$ cat src/verilog/gdp_pkg.sv
`default_nettype none
package gdp_pkg;
  // clock rate for every time-to-cycle conversion
  localparam int unsigned CLK_MHZ = 100;
  // register indices; byte address is four times the index
  localparam logic [5:0] IDX_DRV_CTRL  = 6'h02;
  localparam logic [5:0] IDX_LOCK      = 6'h03;
  localparam logic [5:0] IDX_GATE_LS   = 6'h04;
  localparam logic [5:0] IDX_OCP       = 6'h05;
  localparam logic [5:0] IDX_AMP       = 6'h06;
  localparam logic [5:0] IDX_CAL       = 6'h07;
  localparam logic [5:0] IDX_STATUS    = 6'h08;
  // reset values of the eleven-bit registers, then the two lock codes
  localparam logic [10:0] GATE_LS_RST  = 11'h7ff;
  localparam logic [10:0] OCP_RST      = 11'h169;
  localparam logic [10:0] AMP_RST      = 11'h283;
  localparam logic [10:0] CAL_RST      = 11'h000;
  localparam logic [2:0]  LOCK_OPEN    = 3'h3;
  localparam logic [2:0]  LOCK_CLOSE   = 3'h6;
  // field positions
  localparam int unsigned B_CBC        = 10;
  localparam int unsigned B_HOLD       = 8;
  localparam int unsigned B_SRC        = 4;
  localparam int unsigned B_SNK        = 0;
  localparam int unsigned B_RETRY      = 10;
  localparam int unsigned B_DEAD       = 8;
  localparam int unsigned B_MODE       = 6;
  localparam int unsigned B_FILT       = 4;
  localparam int unsigned B_TRIP       = 0;
  localparam int unsigned B_INSEL      = 10;
  localparam int unsigned B_REFDIV     = 9;
  localparam int unsigned B_LSREF      = 8;
  localparam int unsigned B_GAIN       = 6;
  localparam int unsigned B_SDIS       = 5;
  localparam int unsigned B_CALA       = 4;
  localparam int unsigned B_STRIP      = 0;
  localparam int unsigned B_CALMODE    = 0;
  localparam int unsigned B_SCOPE      = 10;
  localparam int unsigned B_LOCK       = 8;
  localparam int unsigned B_CLR        = 0;
  // response modes
  localparam logic [1:0] MODE_LATCH    = 2'h0;
  localparam logic [1:0] MODE_RETRY    = 2'h1;
  localparam logic [1:0] MODE_REPORT   = 2'h2;
  // timing figures and cycle counts
  localparam int unsigned FILT_NS_BASE = 1000;
  localparam int unsigned FILT_CYC_BASE = FILT_NS_BASE * CLK_MHZ / 1000;
  localparam int unsigned DEAD_NS_BASE = 50;
  localparam int unsigned DEAD_CYC_BASE = DEAD_NS_BASE * CLK_MHZ / 1000;
  localparam int unsigned HOLD_NS_BASE = 500;
  localparam int unsigned HOLD_CYC_BASE = HOLD_NS_BASE * CLK_MHZ / 1000;
  localparam int unsigned RETRY_LONG_US = 8000;
  localparam int unsigned RETRY_LONG_CYC = RETRY_LONG_US * CLK_MHZ;
  localparam int unsigned RETRY_SHORT_US = 50;
  localparam int unsigned RETRY_SHORT_CYC = RETRY_SHORT_US * CLK_MHZ;
  localparam int unsigned AUTOCAL_US   = 10;
  localparam int unsigned AUTOCAL_CYC  = AUTOCAL_US * CLK_MHZ;

  typedef enum logic [1:0] {
    GDP_CAL_IDLE = 2'b01,
    GDP_CAL_RUN  = 2'b10
  } gdp_cal_e;

  // decoded settings handed to the analog side
  typedef struct packed {
    logic [8:0]  hold_cyc;
    logic [10:0] src_ma;
    logic [10:0] snk_ma;
    logic [5:0]  dead_cyc;
    logic [10:0] trip_mv;
    logic [9:0]  filt_cyc;
    logic        in_sel;
    logic        ref_div;
    logic        low_side_measure_reference;
    logic [1:0]  gain;
    logic        shunt_dis;
    logic [1:0]  shunt_trip;
  } gdp_cfg_s;
endpackage
`default_nettype wire
$ cat src/verilog/gdp_bank.sv
// The APB slave port was left to the implementer.
`timescale 1ns/1ps
`default_nettype none
module gdp_bank
  import gdp_pkg::*;
#(
  parameter int unsigned RETRY_LONG  = RETRY_LONG_CYC,
  parameter int unsigned RETRY_SHORT = RETRY_SHORT_CYC,
  parameter int unsigned CAL_CYC     = AUTOCAL_CYC
) (
  // clock and reset
  input  wire logic        pclk,
  input  wire logic        presetn,
  // apb slave
  input  wire logic        psel,
  input  wire logic        penable,
  input  wire logic        pwrite,
  input  wire logic [7:0]  paddr,
  input  wire logic [31:0] pwdata,
  output var  logic [31:0] prdata,
  output var  logic        pready,
  output var  logic        pslverr,
  // overcurrent comparators and pwm inputs, asynchronous pins
  input  wire logic [2:0]  drain_source_overcurrent,
  input  wire logic [2:0]  shunt_overcurrent,
  input  wire logic [2:0]  pwm_pin,
  // protection results
  output var  logic [2:0]  bridge_shutdown,
  output var  logic [2:0]  oc_reported,
  // analog settings
  output var  gdp_cfg_s    cfg,
  output var  logic [2:0]  amp_input_short
);

  typedef struct packed {
    logic [10:0]      gate_ls;
    logic [10:0]      ocp;
    logic [10:0]      amp;
    logic [10:0]      cal;
    logic             scope;
    logic [2:1]       drv_low;
    logic             locked;
    logic             pready;
    logic             pslverr;
    logic [31:0]      prdata;
    logic [8:0]       s1;
    logic [8:0]       s2;
    logic [8:0]       s3;
    logic [8:0]       filt;
    logic [2:0][9:0]  deg;
    logic [2:0]       flt;
    logic [2:0]       rep;
    logic [19:0]      retry;
    gdp_cal_e         cal_st;
    logic [15:0]      cal_cnt;
    logic [2:0]       shut;
    logic [2:0]       cal_short;
    gdp_cfg_s         cfg;
  } gdp_state_s;

  // codes 0 and 1 share the lowest step
  function automatic logic [10:0] src_lut(input logic [3:0] c);
    logic [10:0] v;
    v = 11'h000;
    unique case (c)
      4'h0, 4'h1: v = 11'h032;
      4'h2: v = 11'h064;
      4'h3: v = 11'h096;
      4'h4: v = 11'h12c;
      4'h5: v = 11'h15e;
      4'h6: v = 11'h190;
      4'h7: v = 11'h1c2;
      4'h8: v = 11'h226;
      4'h9: v = 11'h258;
      4'ha: v = 11'h28a;
      4'hb: v = 11'h2bc;
      4'hc: v = 11'h352;
      4'hd: v = 11'h384;
      4'he: v = 11'h3b6;
      4'hf: v = 11'h3e8;
    endcase
    return v;
  endfunction

  function automatic logic [10:0] snk_lut(input logic [3:0] c);
    logic [10:0] v;
    v = 11'h000;
    unique case (c)
      4'h0, 4'h1: v = 11'h064;
      4'h2: v = 11'h0c8;
      4'h3: v = 11'h12c;
      4'h4: v = 11'h258;
      4'h5: v = 11'h2bc;
      4'h6: v = 11'h320;
      4'h7: v = 11'h384;
      4'h8: v = 11'h44c;
      4'h9: v = 11'h4b0;
      4'ha: v = 11'h514;
      4'hb: v = 11'h578;
      4'hc: v = 11'h6a4;
      4'hd: v = 11'h708;
      4'he: v = 11'h73a;
      4'hf: v = 11'h76c;
    endcase
    return v;
  endfunction

  function automatic logic [10:0] trip_lut(input logic [3:0] c);
    logic [10:0] v;
    v = 11'h000;
    unique case (c)
      4'h0: v = 11'h03c;
      4'h1: v = 11'h046;
      4'h2: v = 11'h050;
      4'h3: v = 11'h05a;
      4'h4: v = 11'h064;
      4'h5: v = 11'h0c8;
      4'h6: v = 11'h12c;
      4'h7: v = 11'h190;
      4'h8: v = 11'h1f4;
      4'h9: v = 11'h258;
      4'ha: v = 11'h2bc;
      4'hb: v = 11'h320;
      4'hc: v = 11'h384;
      4'hd: v = 11'h3e8;
      4'he: v = 11'h5dc;
      4'hf: v = 11'h7d0;
    endcase
    return v;
  endfunction

  // every timed field doubles per code step
  function automatic gdp_cfg_s cfg_of(input logic [10:0] gl, input logic [10:0] oc,
                                      input logic [10:0] am);
    gdp_cfg_s c;
    c            = '0;
    c.hold_cyc   = 9'(HOLD_CYC_BASE << gl[B_HOLD +: 2]);
    c.src_ma     = src_lut(gl[B_SRC +: 4]);
    c.snk_ma     = snk_lut(gl[B_SNK +: 4]);
    c.dead_cyc   = 6'(DEAD_CYC_BASE << oc[B_DEAD +: 2]);
    c.trip_mv    = trip_lut(oc[B_TRIP +: 4]);
    c.filt_cyc   = 10'(FILT_CYC_BASE << oc[B_FILT +: 2]);
    c.in_sel     = am[B_INSEL];
    c.ref_div    = am[B_REFDIV];
    c.low_side_measure_reference     = am[B_LSREF];
    c.gain       = am[B_GAIN +: 2];
    c.shunt_dis  = am[B_SDIS];
    c.shunt_trip = am[B_STRIP +: 2];
    return c;
  endfunction

  // returns index and a valid flag
  // lock word below and status word above the configuration words
  function automatic logic [6:0] decode(input logic [7:0] a);
    logic ok;
    ok = (a[1:0] == 2'h0) && (a[7:2] >= IDX_DRV_CTRL) && (a[7:2] <= IDX_STATUS);
    return {ok, a[7:2]};
  endfunction

  localparam gdp_cfg_s CFG_RST = cfg_of(GATE_LS_RST, OCP_RST, AMP_RST);

  gdp_state_s s_r;
  gdp_state_s s_nxt;

  logic [6:0]  dec;
  logic        wr;
  logic [2:0]  cond;
  logic [2:0]  event_p;
  logic [2:0]  pwm_rise;
  logic        clr_cmd;
  logic        retry_done;
  logic        act_mode;
  logic [31:0] rd;

  always_comb begin
    s_nxt = s_r;
    dec   = decode(paddr);
    wr    = psel && penable && pwrite && s_r.pready && !s_r.pslverr;
    rd    = 32'h0000_0000;

    // three-stage pin sampling, a change counts once stages two and three agree
    // agreement of the last two stages also drops a one-cycle glitch
    s_nxt.s1 = {pwm_pin, shunt_overcurrent, drain_source_overcurrent};
    s_nxt.s2 = s_r.s1;
    s_nxt.s3 = s_r.s2;
    for (int i = 0; i < 9; i++) begin
      if (s_r.s2[i] == s_r.s3[i]) begin
        s_nxt.filt[i] = s_r.s3[i];
      end
    end
    pwm_rise = s_nxt.filt[8:6] & ~s_r.filt[8:6];

    // one-cycle answer: setup cycle prepares data, access cycle shows ready
    // registered answer keeps every bus output on a flop at no extra wait
    s_nxt.pready  = psel && !penable;
    s_nxt.pslverr = psel && !penable && !dec[6];
    if (psel && !penable && dec[6]) begin
      unique case (dec[5:0])
        IDX_DRV_CTRL: rd = {21'h0, s_r.scope, 7'h0, s_r.drv_low, 1'b0};
        IDX_LOCK:     rd = {21'h0, s_r.locked ? LOCK_CLOSE : LOCK_OPEN, 8'h0};
        IDX_GATE_LS:  rd = {21'h0, s_r.gate_ls};
        IDX_OCP:      rd = {21'h0, s_r.ocp};
        IDX_AMP:      rd = {21'h0, s_r.amp};
        IDX_CAL:      rd = {21'h0, s_r.cal};
        default:      rd = {24'h0, s_r.locked, s_r.cal_st == GDP_CAL_RUN, s_r.rep, s_r.flt};
      endcase
    end
    s_nxt.prdata = rd;

    // register writes; locking leaves the lock field and three control bits open
    // a locked bank drops writes silently; no bus error is raised
    clr_cmd = 1'b0;
    if (wr) begin
      unique case (dec[5:0])
        IDX_DRV_CTRL: begin
          s_nxt.drv_low = pwdata[2:1];
          clr_cmd       = pwdata[B_CLR];
          if (!s_r.locked) begin
            s_nxt.scope = pwdata[B_SCOPE];
          end
        end
        IDX_LOCK: begin
          if (!s_r.locked && pwdata[B_LOCK +: 3] == LOCK_CLOSE) begin
            s_nxt.locked = 1'b1;
          end else if (s_r.locked && pwdata[B_LOCK +: 3] == LOCK_OPEN) begin
            s_nxt.locked = 1'b0;
          end
        end
        IDX_GATE_LS: begin
          if (!s_r.locked) begin
            s_nxt.gate_ls = pwdata[10:0];
          end
        end
        IDX_OCP: begin
          if (!s_r.locked) begin
            s_nxt.ocp = pwdata[10:0];
          end
        end
        IDX_AMP: begin
          if (!s_r.locked) begin
            s_nxt.amp = pwdata[10:0];
            if (pwdata[B_INSEL]) begin
              s_nxt.amp[B_LSREF] = 1'b1;
            end
          end
        end
        IDX_CAL: begin
          if (!s_r.locked) begin
            s_nxt.cal = pwdata[10:0];
          end
        end
        default: begin
        end
      endcase
    end
    s_nxt.cfg = cfg_of(s_r.gate_ls, s_r.ocp, s_r.amp);

    // deglitch: count while the condition holds, fire once at the limit
    // the count stops at the limit, so a long overcurrent raises one event
    act_mode = s_r.ocp[B_MODE +: 2] == MODE_LATCH || s_r.ocp[B_MODE +: 2] == MODE_RETRY;
    for (int p = 0; p < 3; p++) begin
      cond[p]    = s_r.filt[p] || (s_r.filt[3 + p] && !s_r.amp[B_SDIS]);
      event_p[p] = 1'b0;
      if (!cond[p]) begin
        s_nxt.deg[p] = 10'h000;
      end else if (s_r.deg[p] < s_r.cfg.filt_cyc) begin
        s_nxt.deg[p] = s_r.deg[p] + 10'h001;
        event_p[p]   = (s_r.deg[p] == s_r.cfg.filt_cyc - 10'h001);
      end
    end

    // retry timer, loaded on each new event in automatic mode
    // limitation: one shared timer, a later event restarts it for every phase
    retry_done = (s_r.retry == 20'h00001);
    if (s_r.retry != 20'h00000) begin
      s_nxt.retry = s_r.retry - 20'h00001;
    end
    if (s_r.ocp[B_MODE +: 2] == MODE_RETRY && |event_p) begin
      s_nxt.retry = s_r.ocp[B_RETRY] ? 20'(RETRY_SHORT) : 20'(RETRY_LONG);
    end

    // clearing first, so an event in the same cycle still wins
    if (clr_cmd) begin
      s_nxt.flt = 3'h0;
      s_nxt.rep = 3'h0;
    end
    if (s_r.ocp[B_MODE +: 2] == MODE_RETRY) begin
      if (retry_done) begin
        s_nxt.flt = 3'h0;
      end
      if (s_r.gate_ls[B_CBC] && |pwm_rise) begin
        s_nxt.flt = 3'h0;
      end
    end
    if (act_mode) begin
      s_nxt.flt = s_nxt.flt | event_p;
    end
    if (act_mode || s_r.ocp[B_MODE +: 2] == MODE_REPORT) begin
      s_nxt.rep = s_nxt.rep | event_p;
    end

    // shutdown follows the fault bits, widened by the scope bit
    // one cycle behind the fault bits so the output stays a plain flop
    s_nxt.shut = (s_r.scope && |s_r.flt) ? 3'h7 : s_r.flt;

    // automatic calibration starts when the mode bit is set
    // leaving automatic mode aborts a running routine at once
    unique case (s_r.cal_st)
      GDP_CAL_IDLE: begin
        if (wr && dec[5:0] == IDX_CAL && !s_r.locked && pwdata[B_CALMODE] &&
            !s_r.cal[B_CALMODE]) begin
          s_nxt.cal_st  = GDP_CAL_RUN;
          s_nxt.cal_cnt = 16'(CAL_CYC);
        end
      end
      GDP_CAL_RUN: begin
        s_nxt.cal_cnt = s_r.cal_cnt - 16'h0001;
        if (s_r.cal_cnt == 16'h0001 || !s_r.cal[B_CALMODE]) begin
          s_nxt.cal_st  = GDP_CAL_IDLE;
          s_nxt.cal_cnt = 16'h0000;
        end
      end
    endcase
    // manual bits only count outside automatic mode
    if (s_r.cal[B_CALMODE]) begin
      s_nxt.cal_short = (s_r.cal_st == GDP_CAL_RUN) ? 3'h7 : 3'h0;
    end else begin
      s_nxt.cal_short = s_r.amp[B_CALA -: 3];
    end
  end

  always_ff @(posedge pclk or negedge presetn) begin
    if (!presetn) begin
      s_r         <= '0;
      s_r.gate_ls <= GATE_LS_RST;
      s_r.ocp     <= OCP_RST;
      s_r.amp     <= AMP_RST;
      s_r.cal     <= CAL_RST;
      s_r.cal_st  <= GDP_CAL_IDLE;
      // decoded defaults, so the analog side never sees all zeros
      s_r.cfg     <= CFG_RST;
    end else begin
      s_r <= s_nxt;
    end
  end

  assign prdata          = s_r.prdata;
  assign pready          = s_r.pready;
  assign pslverr         = s_r.pslverr;
  assign bridge_shutdown = s_r.shut;
  assign oc_reported     = s_r.rep;
  assign cfg             = s_r.cfg;
  assign amp_input_short = s_r.cal_short;

endmodule // gdp_bank
`default_nettype wire

$ cat config.mk
export PLATFORM = sky130hd
export DESIGN_NAME = gdp_bank
export DESIGN_NICKNAME = d
export VERILOG_FILES = /design/src/verilog/gdp_pkg.sv /design/src/verilog/gdp_bank.sv
export SDC_FILE = /design/constraint.sdc
export NUM_CORES = 1
export LEC_CHECK = 0
export BUFFER_PORTS_ARGS = -buffer_cell sky130_fd_sc_hd__buf_2
export CAP_MARGIN = 0
export CORE_MARGIN = 1
export CORE_UTILIZATION = 63
export DETAILED_ROUTE_END_ITERATION = 12
export PLACE_DENSITY = 0.93
export SKIP_LAST_GASP = 1
export SLEW_MARGIN = 40
export SYNTH_ARGS = -nofsm -noshare
export SYNTH_HDL_FRONTEND = slang
export SYNTH_SLANG_ARGS = --single-unit
$ cat constraint.sdc
create_clock -name pclk -period 7.7 [get_ports pclk]
set_clock_uncertainty 0.15 [all_clocks]
set_input_delay 1.925 -clock pclk [delete_from_list [all_inputs] [get_ports pclk]]
set_output_delay 1.925 -clock pclk [all_outputs]
set_load 0.02 [all_outputs]
==> impl_metrics.csv <==
group,metric,value,unit
run_status,outcome,"finished clean",
die,initial_core_util,65.21,%
placed_design,port_buffers,113,
timing,slew_violations,0,
worst_setup_path,reg2reg_depth,9,
yosys,synth.most_common_cell,"dfrtp_1",
cells_and_area,final_nets,1247,
worst_setup_path,criticalPathCategory,"in2reg",
yosys,syn_area_per_cell,10.77,µm²
cells_and_area,layout.cells.non_filler,1378,
yosys,synth_top_area_share,39.20,%
clock_network,cts_buffer_depth,3,
global_route,grt_pass1_vias,8349,
clock_network,clock_sinks,236,
die,die_area,19400,µm²
timing,setup_violations,0,
clock_network,clk_latency,0.52,ns
clock_network,cts_buffers,25,
route,drc,0,
timing,rsz0062_at_grt,"no",
yosys,synth_cell_types,64,
global_route,grt_max_degree,124,
global_route,met3_usage,5.265,%
route,routedWlPerCell,18.92,µm
clock_network,postCtsHoldBufs,0,
route,firstDrtPassIters,6,
worst_setup_path,worst_ep_arrival_time,4.90,ns
worst_setup_path,crit_chain,"buf_2 -> nor3_1 -> nand2_1 -> nor2_1 -> nand2_1 -> o311a_1 -> o21ai_0 -> o21ai_0",
worst_hold_path,hold_path_depth,0,
worst_setup_path,critPathMaxFanout,22,
yosys,yosys_warnings,0,
power_and_ir_drop,power.leakage,0.005878,µW
timing,tightest_slew,0.8010,ns
route,avgViaCountPerCell,6.129,
yosys,synth_top_family_by_area,"simple AND/OR/NAND/NOR gates",
global_route,grtUsageMet1,33.18,%
yosys,ys_ff_latch,236,
timing,min_period,4.675,ns
yosys,synth-async-reset-ratio,100.0,%
yosys,yosys.area_share.adder,7.292,%
placed_design,hpwl,17.07,mm
power_and_ir_drop,peakVddDrop,0.2086,mV
worst_setup_path,critPathLaunchType,"primary input",
yosys,synth_xor_area_share,5.501,%
cells_and_area,area_delta_synth_final,7.756,%
yosys,netlist_area,11870,µm²
yosys,synthCells,1103,
worst_setup_path,reg2reg_slack,3.78,ns
die,core,18210,µm²
clock_network,cts_max_level,1,
yosys,synth_ff_type,"dfrtp_1",
yosys,yosys.area_share.simple,12.28,%
global_route,overflow,0,
clock_network,cts_resized,0,
route,ant_nets,0,
die,ioPinCount,163,
global_route,grt_use_met2,45.81,%
cells_and_area,fillers,1175,
timing,relSlewSlack,46.31,%
clock_network,post-cts-setup-buffers,0,
yosys,yosysSeqAreaShare,50.26,%
cells_and_area,drive_above_1_share,23.26,%
cells_and_area,multiInputGateArea,4903,µm²
yosys,synth-edff-count,0,
yosys,yosysTopAreaCell,"dfrtp_1",
route,drt_iter0_drc,862,
placed_design,gp_congestion,0.8873,
yosys,synth_compound_area_share,8.736,%
placed_design,dp_cells,1332,
worst_setup_path,critical_path.slowest_cell,"o311a_1",
timing,fmax,0.2139,GHz
die,die_h,139.3,µm
worst_setup_path,crit_path_end_kind,"register",
die,die_w,139.3,µm
cells_and_area,seqCellArea,5968,µm²
route,drt_wl_total,26.07,mm
clock_network,clk_pin_slew,0.06,ns
route,vias,8446,
worst_hold_path,hold_path_class,"reg2reg",
global_route,grt_pass1_wl,42.12,mm
power_and_ir_drop,p_per_area,242.3,nW/µm²
yosys,synth_commonest_cells,"186 x dfrtp_1, 107 x buf_4, 93 x nor2_1",
global_route,gr-usage-all-layers,27.18,%
yosys,synth_mux_area_share,6.375,%
timing,finalHoldViolCount,0,
job,maxCapViolCount,0,
clock_network,clock-root-buffer,"clkbuf_16",
die,rows,49,
global_route,grt_most_used_layer,"met2",
worst_setup_path,required,7.92,ns
yosys,yosys-top-cells-area,"dfrtp_1 39%, dfstp_2 11%, buf_4 6.8%",
clock_network,cts_tree,"yes",
global_route,antenna_found_initial,1,
timing,tns,0,ns
timing,post-route-period-util,60.72,%
worst_setup_path,slowest_delay,0.70,ns
## final timing paths
path / from / end
max: paddr[5] / s_r[78]
min: s_nxt[169] / s_nxt[160]
max reg2reg: cfg[16] / s_r[99]
max in group asynchronous: presetn / cfg[28]
min in group asynchronous: presetn / s_r[125]
min reg2reg: s_nxt[169] / s_nxt[160]
## per-stage QoR
stage          hold slack [ns]  util (%)  area (µm²)  setup WS [ns]  total power [µW]
5_1_grt                 0.2039     70.25       12790          2.830              3238
3_3_place_gp            0.1819     65.41       11910          2.762              1869
3_5_place_dp            0.1865     65.44       11920          2.634              1907
2_1_floorplan           0.1812         -       11980          3.884              1788
4_1_cts                 0.2003     69.98       12740          3.135              3111
6_report                0.1975     70.27       12790          3.025              3100
## cell usage in the layout, fill, tap and decap left out, types with 25 or more instances in the layout
cell type | Yosys | layout
nor2_1 | 93 | 93
conb_1 | 1 | 28
inv_1 | 49 | 49
nand3_1 | 32 | 32
xor2_1 | 38 | 38
o21ai_0 | 72 | 71
nand2_1 | 67 | 67
nor3_1 | 28 | 27
buf_2 | 1 | 112
mux2_2 | 43 | 43
clkbuf_16 | 0 | 25
ha_1 | 62 | 62
xnor2_1 | 34 | 34
dfstp_2 | 50 | 50
dfrtp_1 | 186 | 186
a21oi_1 | 34 | 31
## per-layer routing
layer / wire length [µm] / part of all wire, % / vias to the layer above
li1: - / - / 3729
met2: 12940 / 50 / 451
met1: 9886 / 38 / 4140
met5: 0 / 0 / -
met3: 1980 / 7.6 / 126
met4: 1261 / 4.8 / 0
## critical path: cells and delay by family
kind | cells | cell delay, ns
buffers and inverters | 1 | 0.12
AO/OA/AOI/OAI | 3 | 1.08
AND/OR/NAND/NOR | 4 | 1.76
## where the power goes
part / total (µW) / internal [µW] / switching, µW
logic: 427 / 170 / 258
registers: 1480 / 1360 / 117
clock network: 1200 / 721 / 474
total: 3100 / 2250 / 849
## registers in the layout, indices dropped and copies added (netlist names)
signal           flops
amp_input_short      3
bridge_shutdown      3
cfg                 59
oc_reported          3
prdata              11
pready               1
pslverr              1
s_nxt               26
s_r                129
## kinds of logic after synthesis
group / Yosys count
multiplexers: 64
AO/OA/AOI/OAI: 169
AND/OR/NAND/NOR: 299
XOR/XNOR: 73
buffers and inverters: 190
adder cells (fa/ha/maj): 71
flip-flops: 236
other: 1
## layout make-up
cell class | instances | area share (%)
sequential | 236 | 46.65
multi-input combinational | 704 | 38.32
clock buffer | 36 | 5.682
timing repair buffer | 115 | 4.870
tap | 229 | 2.239
inverter | 49 | 1.438
clock inverter | 8 | 0.7823
antenna | 1 | 0.01956
(Power assumes the default switching activity.)
